## config.mk

```make
export PLATFORM = sky130hd
export DESIGN_NAME = tpa_timer
export DESIGN_NICKNAME = d
export VERILOG_FILES = /design/src/shared/tpa_pkg.sv /design/src/shared/tpa_presc_if.sv /design/src/rtl/tpa_timer.sv /design/src/rtl/tpa_prescaler.sv
export SDC_FILE = /design/constraint.sdc
export NUM_CORES = 1
export LEC_CHECK = 0
export BUFFER_PORTS_ARGS = -buffer_cell sky130_fd_sc_hd__buf_2
export CORE_UTILIZATION = 30
export DETAILED_ROUTE_END_ITERATION = 7
export GPL_TIMING_DRIVEN = 0
export MAX_ROUTING_LAYER = met4
export SYNTH_ARGS = -nofsm -noshare
export SYNTH_HDL_FRONTEND = slang
export SYNTH_SLANG_ARGS = --single-unit
```

## constraint.sdc

```tcl
create_clock -name clk_sys -period 4.02 [get_ports clk_sys]
set_clock_uncertainty 0.2 [all_clocks]
set_input_delay 1.005 -clock clk_sys [delete_from_list [all_inputs] [get_ports clk_sys]]
set_output_delay 1.005 -clock clk_sys [all_outputs]
set_load 0.1 [all_outputs]
```

## src/shared/tpa_pkg.sv

```systemverilog
// Constants, field positions and types for the phase-correct timer block.
// Assumes a single 250 MHz system clock; the crystal input is sampled on it.
package tpa_pkg;
	localparam int unsigned CLK_PERIOD_NS = 4;
	localparam int unsigned FLAG_SYNC_CYCLES = 3;
	localparam logic [1:0] LATCH_EDGES = 2'h2;
	// Register byte offsets
	localparam logic [7:0] OFF_CTRL = 8'h00;
	localparam logic [7:0] OFF_COUNT = 8'h04;
	localparam logic [7:0] OFF_COMPARE = 8'h08;
	localparam logic [7:0] OFF_ASR = 8'h0C;
	localparam logic [7:0] OFF_FLAGS = 8'h10;
	localparam logic [7:0] OFF_IRQEN = 8'h14;
	localparam logic [7:0] OFF_SFIO = 8'h18;
	// Control field positions
	localparam int unsigned CTRL_CS_LSB = 0;
	localparam int unsigned CTRL_WGM0_BIT = 3;
	localparam int unsigned CTRL_COM_LSB = 4;
	localparam int unsigned CTRL_WGM1_BIT = 6;
	// Async status bits; busy bits double as async slot indices
	localparam int unsigned IDX_CTL = 0;
	localparam int unsigned IDX_CMP = 1;
	localparam int unsigned IDX_CNT = 2;
	localparam int unsigned ASR_ASYNC_BIT = 3;
	// Flag and enable bit positions
	localparam int unsigned FLAG_OVF_BIT = 0;
	localparam int unsigned FLAG_CMP_BIT = 1;
	localparam int unsigned SFIO_PSR_BIT = 0;
	// Reset values
	localparam logic [6:0] CTRL_RESET = 7'h00;
	localparam logic [7:0] COUNT_RESET = 8'h00;
	localparam logic [7:0] COMPARE_RESET = 8'h00;
	localparam logic [1:0] IRQEN_RESET = 2'h0;
	// Counter limits and mode encodings
	localparam logic [7:0] BOTTOM = 8'h00;
	localparam logic [7:0] MAX = 8'hFF;
	localparam logic [1:0] WGM_PHASE = 2'h1;
	localparam logic [1:0] COM_OFF = 2'h0;
	localparam logic [1:0] COM_NONINV = 2'h2;
	localparam logic [1:0] COM_INV = 2'h3;
	localparam logic [1:0] AXI_OKAY = 2'h0;
	localparam logic [1:0] AXI_SLVERR = 2'h2;
	typedef enum logic [2:0] {
		CS_STOP = 3'b000,
		CS_DIV1 = 3'b001,
		CS_DIV8 = 3'b010,
		CS_DIV32 = 3'b011,
		CS_DIV64 = 3'b100,
		CS_DIV128 = 3'b101,
		CS_DIV256 = 3'b110,
		CS_DIV1024 = 3'b111
	} tpa_cs_t;
endpackage

```

## src/shared/tpa_presc_if.sv

```systemverilog
// Link between the timer core and its prescaler.
// Assumes both ends run on clk_sys.
`timescale 1ns/100ps
interface tpa_presc_if;
	logic src_tick;
	logic clr;
	tpa_pkg::tpa_cs_t sel;
	logic tick;
	modport core (output src_tick, output clr, output sel, input tick);
	modport presc (input src_tick, input clr, input sel, output tick);
endinterface

```

## src/rtl/tpa_timer.sv

```systemverilog
// Eight-bit timer with phase-correct PWM, crystal clocking and AXI4-Lite registers.
// Assumes crystal_osc_in is sampled on clk_sys, which runs far faster than it.
`timescale 1ns/100ps
module tpa_timer (
	// Clock and reset
	input wire logic clk_sys,
	input wire logic arst_n,
	// AXI4-Lite write address and data
	input wire logic [7:0] s_axi_awaddr,
	input wire logic s_axi_awvalid,
	output logic s_axi_awready,
	input wire logic [31:0] s_axi_wdata,
	input wire logic [3:0] s_axi_wstrb,
	input wire logic s_axi_wvalid,
	output logic s_axi_wready,
	// AXI4-Lite write response
	output logic [1:0] s_axi_bresp,
	output logic s_axi_bvalid,
	input wire logic s_axi_bready,
	// AXI4-Lite read
	input wire logic [7:0] s_axi_araddr,
	input wire logic s_axi_arvalid,
	output logic s_axi_arready,
	output logic [31:0] s_axi_rdata,
	output logic [1:0] s_axi_rresp,
	output logic s_axi_rvalid,
	input wire logic s_axi_rready,
	// Crystal and pins
	input wire logic crystal_osc_in,
	output logic compare_output_pin,
	output logic compare_output_connected,
	output logic osc_pins_claimed,
	// Processor events
	output logic timer_irq,
	output logic wake_req
);
	function automatic logic hit(input logic [7:0] a, input logic [7:0] off);
		return a[7:2] == off[7:2];
	endfunction

	// Bus state
	logic aw_hold_r, w_hold_r, w_strb0_r, bvalid_r, rvalid_r;
	logic awready_r, wready_r, arready_r;
	logic [7:0] aw_addr_r, w_data_r;
	logic [1:0] bresp_r, rresp_r;
	logic [31:0] rdata_r;
	// Timer state
	logic [6:0] ctl_r;
	logic [7:0] cmp_r, cnt_r, cnt_copy_r;
	logic dir_up_r, async_sel_r, psr_r;
	logic [1:0] flags_r, irqen_r;
	logic [7:0] tmp_r [3];
	logic [1:0] edg_r [3];
	logic [2:0] busy_r, lat;
	logic xs1_r, xs2_r, xs3_r;
	logic [2:0] pipe_ovf_r, pipe_cmp_r;
	logic out_lvl_r, pin_r, conn_r, osc_claim_r, irq_r, rearm_r, wake_arm_r, wake_r;

	tpa_presc_if pif ();

	tpa_prescaler u_presc (
		.clk_sys(clk_sys),
		.arst_n(arst_n),
		.pif(pif)
	);

	// Bus handshake decode
	wire aw_take = s_axi_awvalid & awready_r;
	wire w_take = s_axi_wvalid & wready_r;
	wire wr_do = aw_hold_r & w_hold_r & ~bvalid_r;
	wire bvalid_nxt = wr_do | (bvalid_r & ~s_axi_bready);
	wire aw_hold_nxt = (aw_hold_r | aw_take) & ~wr_do;
	wire w_hold_nxt = (w_hold_r | w_take) & ~wr_do;
	wire ar_take = s_axi_arvalid & arready_r;
	wire rvalid_nxt = ar_take | (rvalid_r & ~s_axi_rready);
	wire wr_en = wr_do & w_strb0_r;
	wire wr_map = hit(aw_addr_r, tpa_pkg::OFF_CTRL) | hit(aw_addr_r, tpa_pkg::OFF_COUNT)
		| hit(aw_addr_r, tpa_pkg::OFF_COMPARE) | hit(aw_addr_r, tpa_pkg::OFF_ASR)
		| hit(aw_addr_r, tpa_pkg::OFF_FLAGS) | hit(aw_addr_r, tpa_pkg::OFF_IRQEN)
		| hit(aw_addr_r, tpa_pkg::OFF_SFIO);
	wire [2:0] wr_slot = {wr_en & hit(aw_addr_r, tpa_pkg::OFF_COUNT),
		wr_en & hit(aw_addr_r, tpa_pkg::OFF_COMPARE), wr_en & hit(aw_addr_r, tpa_pkg::OFF_CTRL)};
	wire wr_asr = wr_en & hit(aw_addr_r, tpa_pkg::OFF_ASR);
	wire wr_flags = wr_en & hit(aw_addr_r, tpa_pkg::OFF_FLAGS);
	wire wr_irqen = wr_en & hit(aw_addr_r, tpa_pkg::OFF_IRQEN);
	wire wr_sfio = wr_en & hit(aw_addr_r, tpa_pkg::OFF_SFIO);

	// Read selection
	wire [31:0] rd_word = hit(s_axi_araddr, tpa_pkg::OFF_CTRL) ? {25'h0, ctl_r}
		: hit(s_axi_araddr, tpa_pkg::OFF_COUNT) ? {24'h0, cnt_copy_r}
		: hit(s_axi_araddr, tpa_pkg::OFF_COMPARE) ? {24'h0, cmp_r}
		: hit(s_axi_araddr, tpa_pkg::OFF_ASR) ? {28'h0, async_sel_r, busy_r}
		: hit(s_axi_araddr, tpa_pkg::OFF_FLAGS) ? {30'h0, flags_r}
		: hit(s_axi_araddr, tpa_pkg::OFF_IRQEN) ? {30'h0, irqen_r}
		: 32'h00000000;
	wire rd_map = hit(s_axi_araddr, tpa_pkg::OFF_CTRL) | hit(s_axi_araddr, tpa_pkg::OFF_COUNT)
		| hit(s_axi_araddr, tpa_pkg::OFF_COMPARE) | hit(s_axi_araddr, tpa_pkg::OFF_ASR)
		| hit(s_axi_araddr, tpa_pkg::OFF_FLAGS) | hit(s_axi_araddr, tpa_pkg::OFF_IRQEN)
		| hit(s_axi_araddr, tpa_pkg::OFF_SFIO);

	always_ff @(posedge clk_sys or negedge arst_n) begin
		if (!arst_n) begin
			aw_hold_r <= 1'b0;
			w_hold_r <= 1'b0;
			aw_addr_r <= 8'h00;
			w_data_r <= 8'h00;
			w_strb0_r <= 1'b0;
			awready_r <= 1'b0;
			wready_r <= 1'b0;
			bvalid_r <= 1'b0;
			bresp_r <= tpa_pkg::AXI_OKAY;
		end else begin
			aw_hold_r <= aw_hold_nxt;
			w_hold_r <= w_hold_nxt;
			awready_r <= ~aw_hold_nxt;
			wready_r <= ~w_hold_nxt;
			bvalid_r <= bvalid_nxt;
			if (aw_take) begin
				aw_addr_r <= s_axi_awaddr;
			end
			if (w_take) begin
				w_data_r <= s_axi_wdata[7:0];
				w_strb0_r <= s_axi_wstrb[0];
			end
			if (wr_do) begin
				bresp_r <= wr_map ? tpa_pkg::AXI_OKAY : tpa_pkg::AXI_SLVERR;
			end
		end
	end

	always_ff @(posedge clk_sys or negedge arst_n) begin
		if (!arst_n) begin
			arready_r <= 1'b0;
			rvalid_r <= 1'b0;
			rdata_r <= 32'h00000000;
			rresp_r <= tpa_pkg::AXI_OKAY;
		end else begin
			arready_r <= ~rvalid_nxt;
			rvalid_r <= rvalid_nxt;
			if (ar_take) begin
				rdata_r <= rd_word;
				rresp_r <= rd_map ? tpa_pkg::AXI_OKAY : tpa_pkg::AXI_SLVERR;
			end
		end
	end

	// Crystal input synchroniser and rising-edge detect
	wire xtal_rise = xs2_r & ~xs3_r;

	always_ff @(posedge clk_sys or negedge arst_n) begin
		if (!arst_n) begin
			xs1_r <= 1'b0;
			xs2_r <= 1'b0;
			xs3_r <= 1'b0;
		end else begin
			xs1_r <= crystal_osc_in;
			xs2_r <= xs1_r;
			xs3_r <= xs2_r;
		end
	end

	// Timer source clock and prescaler hookup
	assign pif.src_tick = async_sel_r ? xtal_rise : 1'b1;
	assign pif.clr = psr_r;
	assign pif.sel = tpa_pkg::tpa_cs_t'(ctl_r[tpa_pkg::CTRL_CS_LSB +: 3]);

	// Async write slots: temp value, busy flag, crystal edge count
	always_ff @(posedge clk_sys or negedge arst_n) begin
		if (!arst_n) begin
			for (int i = 0; i < 3; i++) begin
				tmp_r[i] <= 8'h00;
				edg_r[i] <= 2'h0;
			end
			busy_r <= 3'h0;
		end else begin
			for (int i = 0; i < 3; i++) begin
				if (wr_slot[i] && async_sel_r) begin
					tmp_r[i] <= w_data_r;
					edg_r[i] <= 2'h0;
					busy_r[i] <= 1'b1;
				end else if (lat[i]) begin
					busy_r[i] <= 1'b0;
				end else if (busy_r[i] && xtal_rise) begin
					edg_r[i] <= edg_r[i] + 2'h1;
				end
			end
		end
	end

	for (genvar g = 0; g < 3; g++) begin : g_lat
		assign lat[g] = busy_r[g] & xtal_rise & ~wr_slot[g] & (edg_r[g] == tpa_pkg::LATCH_EDGES - 2'h1);
	end

	// Counter sequencing
	wire phase_mode = {ctl_r[tpa_pkg::CTRL_WGM1_BIT], ctl_r[tpa_pkg::CTRL_WGM0_BIT]} == tpa_pkg::WGM_PHASE;
	wire [1:0] com = ctl_r[tpa_pkg::CTRL_COM_LSB +: 2];
	wire cnt_load = (wr_slot[tpa_pkg::IDX_CNT] & ~async_sel_r) | lat[tpa_pkg::IDX_CNT];
	wire [7:0] cnt_load_val = async_sel_r ? tmp_r[tpa_pkg::IDX_CNT] : w_data_r;
	wire step_up = ~phase_mode | (cnt_r == tpa_pkg::BOTTOM) | (dir_up_r & (cnt_r != tpa_pkg::MAX));
	wire [7:0] nc = step_up ? cnt_r + 8'h01 : cnt_r - 8'h01;
	wire tick = pif.tick & ~cnt_load;
	wire cmp_block = busy_r[tpa_pkg::IDX_CNT] | busy_r[tpa_pkg::IDX_CMP];
	wire ev_cmp = tick & (nc == cmp_r) & ~cmp_block;
	wire ev_ovf = tick & (phase_mode ? (nc == tpa_pkg::BOTTOM) : (cnt_r == tpa_pkg::MAX));
	wire up_res = (com == tpa_pkg::COM_INV);

	always_ff @(posedge clk_sys or negedge arst_n) begin
		if (!arst_n) begin
			cnt_r <= tpa_pkg::COUNT_RESET;
			dir_up_r <= 1'b1;
		end else if (cnt_load) begin
			cnt_r <= cnt_load_val;
		end else if (tick) begin
			cnt_r <= nc;
			dir_up_r <= (nc == tpa_pkg::MAX) ? 1'b0 : (nc == tpa_pkg::BOTTOM) ? 1'b1 : step_up;
		end
	end

	// Control, compare and software registers
	always_ff @(posedge clk_sys or negedge arst_n) begin
		if (!arst_n) begin
			ctl_r <= tpa_pkg::CTRL_RESET;
			cmp_r <= tpa_pkg::COMPARE_RESET;
			async_sel_r <= 1'b0;
			irqen_r <= tpa_pkg::IRQEN_RESET;
			psr_r <= 1'b0;
		end else begin
			if (wr_slot[tpa_pkg::IDX_CTL] && !async_sel_r) begin
				ctl_r <= w_data_r[6:0];
			end else if (lat[tpa_pkg::IDX_CTL]) begin
				ctl_r <= tmp_r[tpa_pkg::IDX_CTL][6:0];
			end
			if (wr_slot[tpa_pkg::IDX_CMP] && !async_sel_r) begin
				cmp_r <= w_data_r;
			end else if (lat[tpa_pkg::IDX_CMP]) begin
				cmp_r <= tmp_r[tpa_pkg::IDX_CMP];
			end
			if (wr_asr) begin
				async_sel_r <= w_data_r[tpa_pkg::ASR_ASYNC_BIT];
			end
			if (wr_irqen) begin
				irqen_r <= w_data_r[1:0];
			end
			psr_r <= wr_sfio & w_data_r[tpa_pkg::SFIO_PSR_BIT];
		end
	end

	// Waveform output; BOTTOM counts as up match, MAX chosen by compare value
	always_ff @(posedge clk_sys or negedge arst_n) begin
		if (!arst_n) begin
			out_lvl_r <= 1'b0;
			pin_r <= 1'b0;
			conn_r <= 1'b0;
		end else begin
			if (tick && phase_mode && com[1]) begin
				if (nc == tpa_pkg::MAX) begin
					out_lvl_r <= (cmp_r == tpa_pkg::MAX) ? ~up_res : up_res;
				end else if (ev_cmp) begin
					out_lvl_r <= (step_up || nc == tpa_pkg::BOTTOM) ? up_res : ~up_res;
				end
			end
			pin_r <= out_lvl_r;
			conn_r <= com[1];
		end
	end

	// Flags with async sync pipe; set beats clear
	wire set_ovf = async_sel_r ? pipe_ovf_r[tpa_pkg::FLAG_SYNC_CYCLES - 1] : ev_ovf;
	wire set_cmp = async_sel_r ? pipe_cmp_r[tpa_pkg::FLAG_SYNC_CYCLES - 1] : ev_cmp;
	wire [1:0] flag_clr = wr_flags ? w_data_r[1:0] : 2'h0;
	wire irq_cond = |(flags_r & irqen_r);

	always_ff @(posedge clk_sys or negedge arst_n) begin
		if (!arst_n) begin
			pipe_ovf_r <= 3'h0;
			pipe_cmp_r <= 3'h0;
			flags_r <= 2'h0;
			cnt_copy_r <= tpa_pkg::COUNT_RESET;
		end else begin
			pipe_ovf_r <= {pipe_ovf_r[1:0], ev_ovf & async_sel_r};
			pipe_cmp_r <= {pipe_cmp_r[1:0], ev_cmp & async_sel_r};
			flags_r[tpa_pkg::FLAG_OVF_BIT] <= set_ovf
				| (flags_r[tpa_pkg::FLAG_OVF_BIT] & ~flag_clr[tpa_pkg::FLAG_OVF_BIT]);
			flags_r[tpa_pkg::FLAG_CMP_BIT] <= set_cmp
				| (flags_r[tpa_pkg::FLAG_CMP_BIT] & ~flag_clr[tpa_pkg::FLAG_CMP_BIT]);
			if (!async_sel_r || xtal_rise) begin
				cnt_copy_r <= cnt_r;
			end
		end
	end

	// Interrupt request, rearm and wake
	always_ff @(posedge clk_sys or negedge arst_n) begin
		if (!arst_n) begin
			rearm_r <= 1'b1;
			irq_r <= 1'b0;
			wake_arm_r <= 1'b0;
			wake_r <= 1'b0;
			osc_claim_r <= 1'b0;
		end else begin
			if (async_sel_r && flag_clr != 2'h0) begin
				rearm_r <= 1'b0;
			end else if (xtal_rise || !async_sel_r) begin
				rearm_r <= 1'b1;
			end
			irq_r <= irq_cond & rearm_r;
			wake_arm_r <= async_sel_r & irq_cond & rearm_r;
			wake_r <= wake_arm_r & xtal_rise;
			osc_claim_r <= async_sel_r;
		end
	end

	// Outputs
	assign s_axi_awready = awready_r;
	assign s_axi_wready = wready_r;
	assign s_axi_bvalid = bvalid_r;
	assign s_axi_bresp = bresp_r;
	assign s_axi_arready = arready_r;
	assign s_axi_rvalid = rvalid_r;
	assign s_axi_rdata = rdata_r;
	assign s_axi_rresp = rresp_r;
	assign compare_output_pin = pin_r;
	assign compare_output_connected = conn_r;
	assign osc_pins_claimed = osc_claim_r;
	assign timer_irq = irq_r;
	assign wake_req = wake_r;

	// Checks
	property p_max_reverse;
		@(posedge clk_sys) disable iff (!arst_n)
		(tick && phase_mode && cnt_r == tpa_pkg::MAX) |=> (cnt_r == 8'hFE && !dir_up_r);
	endproperty
	a_max_reverse: assert property (p_max_reverse) else $error("no reversal at MAX");

	property p_up_step;
		@(posedge clk_sys) disable iff (!arst_n)
		(tick && phase_mode && dir_up_r && cnt_r != tpa_pkg::MAX) |=> cnt_r == $past(cnt_r) + 8'h01;
	endproperty
	a_up_step: assert property (p_up_step) else $error("up count step wrong");

	property p_ovf_bottom;
		@(posedge clk_sys) disable iff (!arst_n)
		(ev_ovf && phase_mode && !async_sel_r) |=> flags_r[tpa_pkg::FLAG_OVF_BIT];
	endproperty
	a_ovf_bottom: assert property (p_ovf_bottom) else $error("overflow flag missed");

	property p_cmp_latch;
		@(posedge clk_sys) disable iff (!arst_n)
		lat[tpa_pkg::IDX_CMP] |=> (cmp_r == $past(tmp_r[tpa_pkg::IDX_CMP])) && !busy_r[tpa_pkg::IDX_CMP];
	endproperty
	a_cmp_latch: assert property (p_cmp_latch) else $error("compare not latched");

	property p_busy_set;
		@(posedge clk_sys) disable iff (!arst_n)
		(wr_slot[tpa_pkg::IDX_CMP] && async_sel_r) |=> busy_r[tpa_pkg::IDX_CMP] ##1 busy_r[tpa_pkg::IDX_CMP];
	endproperty
	a_busy_set: assert property (p_busy_set) else $error("busy not set");

	property p_no_match_busy;
		@(posedge clk_sys) disable iff (!arst_n)
		cmp_block |=> !pipe_cmp_r[0];
	endproperty
	a_no_match_busy: assert property (p_no_match_busy) else $error("match while busy");

	property p_flag_sync;
		@(posedge clk_sys) disable iff (!arst_n)
		(ev_ovf && async_sel_r) ##3 async_sel_r |-> set_ovf ##1 flags_r[tpa_pkg::FLAG_OVF_BIT];
	endproperty
	a_flag_sync: assert property (p_flag_sync) else $error("async flag timing");

	property p_copy_hold;
		@(posedge clk_sys) disable iff (!arst_n)
		(async_sel_r && !xtal_rise) |=> $stable(cnt_copy_r);
	endproperty
	a_copy_hold: assert property (p_copy_hold) else $error("copy changed off edge");

	property p_bottom_low;
		@(posedge clk_sys) disable iff (!arst_n)
		(tick && phase_mode && com == tpa_pkg::COM_NONINV && cmp_r == tpa_pkg::BOTTOM && !cmp_block)
			|=> !out_lvl_r;
	endproperty
	a_bottom_low: assert property (p_bottom_low) else $error("bottom compare not low");
endmodule

```

## src/rtl/tpa_prescaler.sv

```systemverilog
// Ten-bit prescaler producing the timer tick enable.
// Assumes src_tick is a one-cycle enable for each source clock period.
`timescale 1ns/100ps
module tpa_prescaler (
	// Clock and reset
	input wire logic clk_sys,
	input wire logic arst_n,
	// Core side
	tpa_presc_if.presc pif
);
	logic [9:0] div_r;
	logic tap;

	always_ff @(posedge clk_sys or negedge arst_n) begin
		if (!arst_n) begin
			div_r <= 10'h000;
		end else if (pif.clr) begin
			div_r <= 10'h000;
		end else if (pif.src_tick) begin
			div_r <= div_r + 10'h001;
		end
	end

	// Tap fires on the last source tick of each divided period
	always_comb begin
		case (pif.sel)
			tpa_pkg::CS_STOP: tap = 1'b0;
			tpa_pkg::CS_DIV1: tap = 1'b1;
			tpa_pkg::CS_DIV8: tap = &div_r[2:0];
			tpa_pkg::CS_DIV32: tap = &div_r[4:0];
			tpa_pkg::CS_DIV64: tap = &div_r[5:0];
			tpa_pkg::CS_DIV128: tap = &div_r[6:0];
			tpa_pkg::CS_DIV256: tap = &div_r[7:0];
			tpa_pkg::CS_DIV1024: tap = &div_r[9:0];
			default: tap = 1'b0;
		endcase
	end

	assign pif.tick = pif.src_tick & tap & ~pif.clr;
endmodule

```

==> results.json <==
{
  "outcome": "finished clean",
  "start_kind": "register",
  "dp_hpwl_mm": 10.8,
  "async_reset_ff_frac": 1.00,
  "p_per_area_nw_per_um2": 669,
  "cts_root_buf": "clkbuf_16",
  "min_path_cells": 0,
  "cp_top_family": "simple AND/OR/NAND/NOR gates",
  "setup_ws_ns": 0.0953,
  "numPortBuffers": 47,
  "cp_slowest_cell": "dfrtp_1",
  "ys_types": 69,
  "synthesis.area_sq_um": 6500,
  "multi_input_area_sq_um": 3000,
  "slew_headroom": 0.597,
  "leakagePower_nw": 3.72,
  "grt_antenna_before_repair": 0,
  "crit_buf_inv": 1,
  "worst-path-stages": 13,
  "path_clk_slew_ns": 0.05,
  "cts_tree": "built",
  "area.growth.synth_to_final_pct": 21.2,
  "min_period_ns": 3.92,
  "place_ws_ns": -0.134,
  "viasPerCell": 4.75,
  "fin_cells": 1024,
  "arrival_ns": 4.03,
  "h-tree-depth": 4,
  "track_usage": 0.151,
  "cp-end-kind": "register",
  "max_slew.worst_pin.slew_ns": 0.604,
  "start_util": 0.307,
  "period_share": 0.976,
  "fillers": 2159,
  "vias": 4860,
  "postCtsHoldBufs": 0,
  "critical_path_peak_fanout": 7,
  "max_stage_delay_ns": 0.51,
  "hold_class": "reg -> reg",
  "synth-edff-count": 0,
  "grt_pass1_vias": 4693,
  "firstDrtPassIters": 5,
  "cts.sinks": 129,
  "die_area_sq_um": 22200,
  "final_util": 0.372,
  "ff2ff_path_depth": 13,
  "tns_ns": 0,
  "netlist_instances": 646,
  "regArea_sq_um": 3240,
  "routed_wl_mm": 15.1,
  "ys_warn_count": 0,
  "nets": 814,
  "die_h_microns": 149,
  "dieWidth_microns": 149,
  "critical_path_class": "reg -> reg",
  "drc": 0,
  "avgSynthCellArea_sq_um": 10.1,
  "clock.fmax_ghz": 0.255,
  "overflow": 0,
  "crit_required_ns": 4.12,
  "drt.antenna.violating_nets": 0,
  "ys_seq_area_frac": 0.497,
  "setup_violations": 0,
  "crit_chain": "nand4_4, o21ai_4, and3_4, inv_1, fa_1, nand2b_1, a21oi_2, nor4_1, a2111oi_0, nor4b_2, and4_4, o2111ai_1, mux2_2",
  "final_common_cell": "dfrtp_1",
  "peakVddDrop_mv": 0.461,
  "first_iter_violations": 244,
  "cts_made_buffers": 17,
  "synth-seq-cells": 129,
  "drive_above_1_share": 0.220,
  "place.gp.congestion": 0.914,
  "hold_violations": 0,
  "rows": 53,
  "ys.flop_type": "dfrtp_1",
  "cap_violations": 0,
  "coreArea_sq_um": 21200,
  "placed_cells": 994,
  "drv_slew": 0,
  "post_drt_wl_per_cell_microns": 14.8,
  "grt_max_degree": 99,
  "clkLatencyLatePin_ns": 0.42,
  "antenna_cells": 0,
  "cts_buffer_depth": 2,
  "ios": 106,
  "grt_pass1_wl_mm": 24.7,
  "final_cell_mix": "dfrtp_1, nand2_1, buf_2"
}
[what timing repair did]
item / in CTS / in global routing
pin swaps: 0 / 2
buffers inserted: 0 / 1
endpoints found under the setup margin: 1 / 1
resized for setup: 5 / 7
[cells by family (layout without fill, tap and decap cells)]
group	Yosys count	after routing	synth area share
other	1	26	0.000577
buffers and inverters	76	154	0.0603
AND/OR/NAND/NOR	232	232	0.171
AO/OA/AOI/OAI	111	111	0.106
multiplexers	62	62	0.106
XOR/XNOR	20	20	0.0291
adder cells (fa/ha/maj)	15	15	0.0300
flip-flops	129	129	0.497
[flip-flops by register name, summed over array words and instances (netlist names), 2 cells and up]
signal / cells
pipe_ovf_r: 3
irqen_r: 2
cnt_copy_r: 8
busy_r: 3
cmp_r: 8
s_axi_rdata: 8
flags_r: 2
aw_addr_r: 6
ctl_r: 7
w_data_r: 8
cnt_r: 8
pipe_cmp_r: 3
edg_r: 6
u_presc.div_r: 10
tmp_r: 23
[final timing paths]
| path | slack (ns) | start | end |
|---|---|---|---|
| worst max-delay path | 0.1 | cnt_r[6] | out_lvl_r |
| min in group asynchronous | 0.27 | arst_n | w_data_r[6] |
| worst max register to register | 0.1 | cnt_r[6] | out_lvl_r |
| worst min register to register | 0.15 | pipe_cmp_r[0] | pipe_cmp_r[1] |
| max in group asynchronous | 2.56 | arst_n | compare_output_pin |
| worst min-delay path | 0.15 | pipe_cmp_r[0] | pipe_cmp_r[1] |
[synthesized netlist by cell type, types with 3 or more instances]
| cell type | count | area share |
|---|---|---|
| nand3_1 | 15 | 0.012 |
| a21oi_1 | 28 | 0.022 |
| xor2_1 | 11 | 0.015 |
| nor3b_1 | 3 | 0.0035 |
| mux2i_1 | 25 | 0.039 |
| nor4_1 | 4 | 0.0039 |
| nand2b_1 | 4 | 0.0039 |
| mux2_2 | 35 | 0.061 |
| clkbuf_1 | 26 | 0.015 |
| dfrtp_1 | 127 | 0.49 |
| or3_1 | 5 | 0.0048 |
| inv_1 | 20 | 0.012 |
| a22oi_1 | 4 | 0.0046 |
| xnor2_1 | 8 | 0.011 |
| nand4_1 | 5 | 0.0048 |
| nor2b_1 | 5 | 0.0048 |
| ha_1 | 14 | 0.027 |
| and2_1 | 7 | 0.0067 |
| o21ai_0 | 43 | 0.033 |
| buf_4 | 26 | 0.030 |
| nor2_1 | 44 | 0.025 |
| and2_2 | 3 | 0.0035 |
| and3_1 | 4 | 0.0039 |
| nand2_1 | 105 | 0.061 |
| nor3_1 | 11 | 0.0085 |
| a31oi_1 | 8 | 0.0077 |
[stage by stage]
stage,power (W),cell area (sq um),hold WS [ns]
floorplan,0.00313,6590,0.131
global placement,0.00356,7170,0.134
detailed placement,0.00358,7200,0.136
CTS,0.00529,7840,0.148
global route,0.00558,7870,0.151
finish,0.00527,7870,0.147
[final cells by class]
type                    instances  area share
flip-flops and latches        129       0.411
multi-input cells             466       0.381
clock buffers                  23      0.0594
well taps                     275      0.0437
plain buffers                  55      0.0397
repair buffers                 49      0.0351
clock inverters                 6      0.0197
inverters                      21      0.0100
[power breakdown]
part	leakage [nW]	switching [W]	internal, W	total [W]
Combinational	1.72	0.00108	0.000590	0.00167
Sequential	1.70	0.000341	0.00160	0.00194
Clock	0.303	0.000542	0.00112	0.00166
Total	3.72	0.00196	0.00331	0.00527
[layer usage]
metal | routed length [microns] | track usage
met1 | 7370 | 0.201
met2 | 6710 | 0.219
met3 | 794 | 0.0431
met4 | 274 | 0.0536
met5 | 0 | -
No activity file was read; power rests on OpenSTA's default activity.
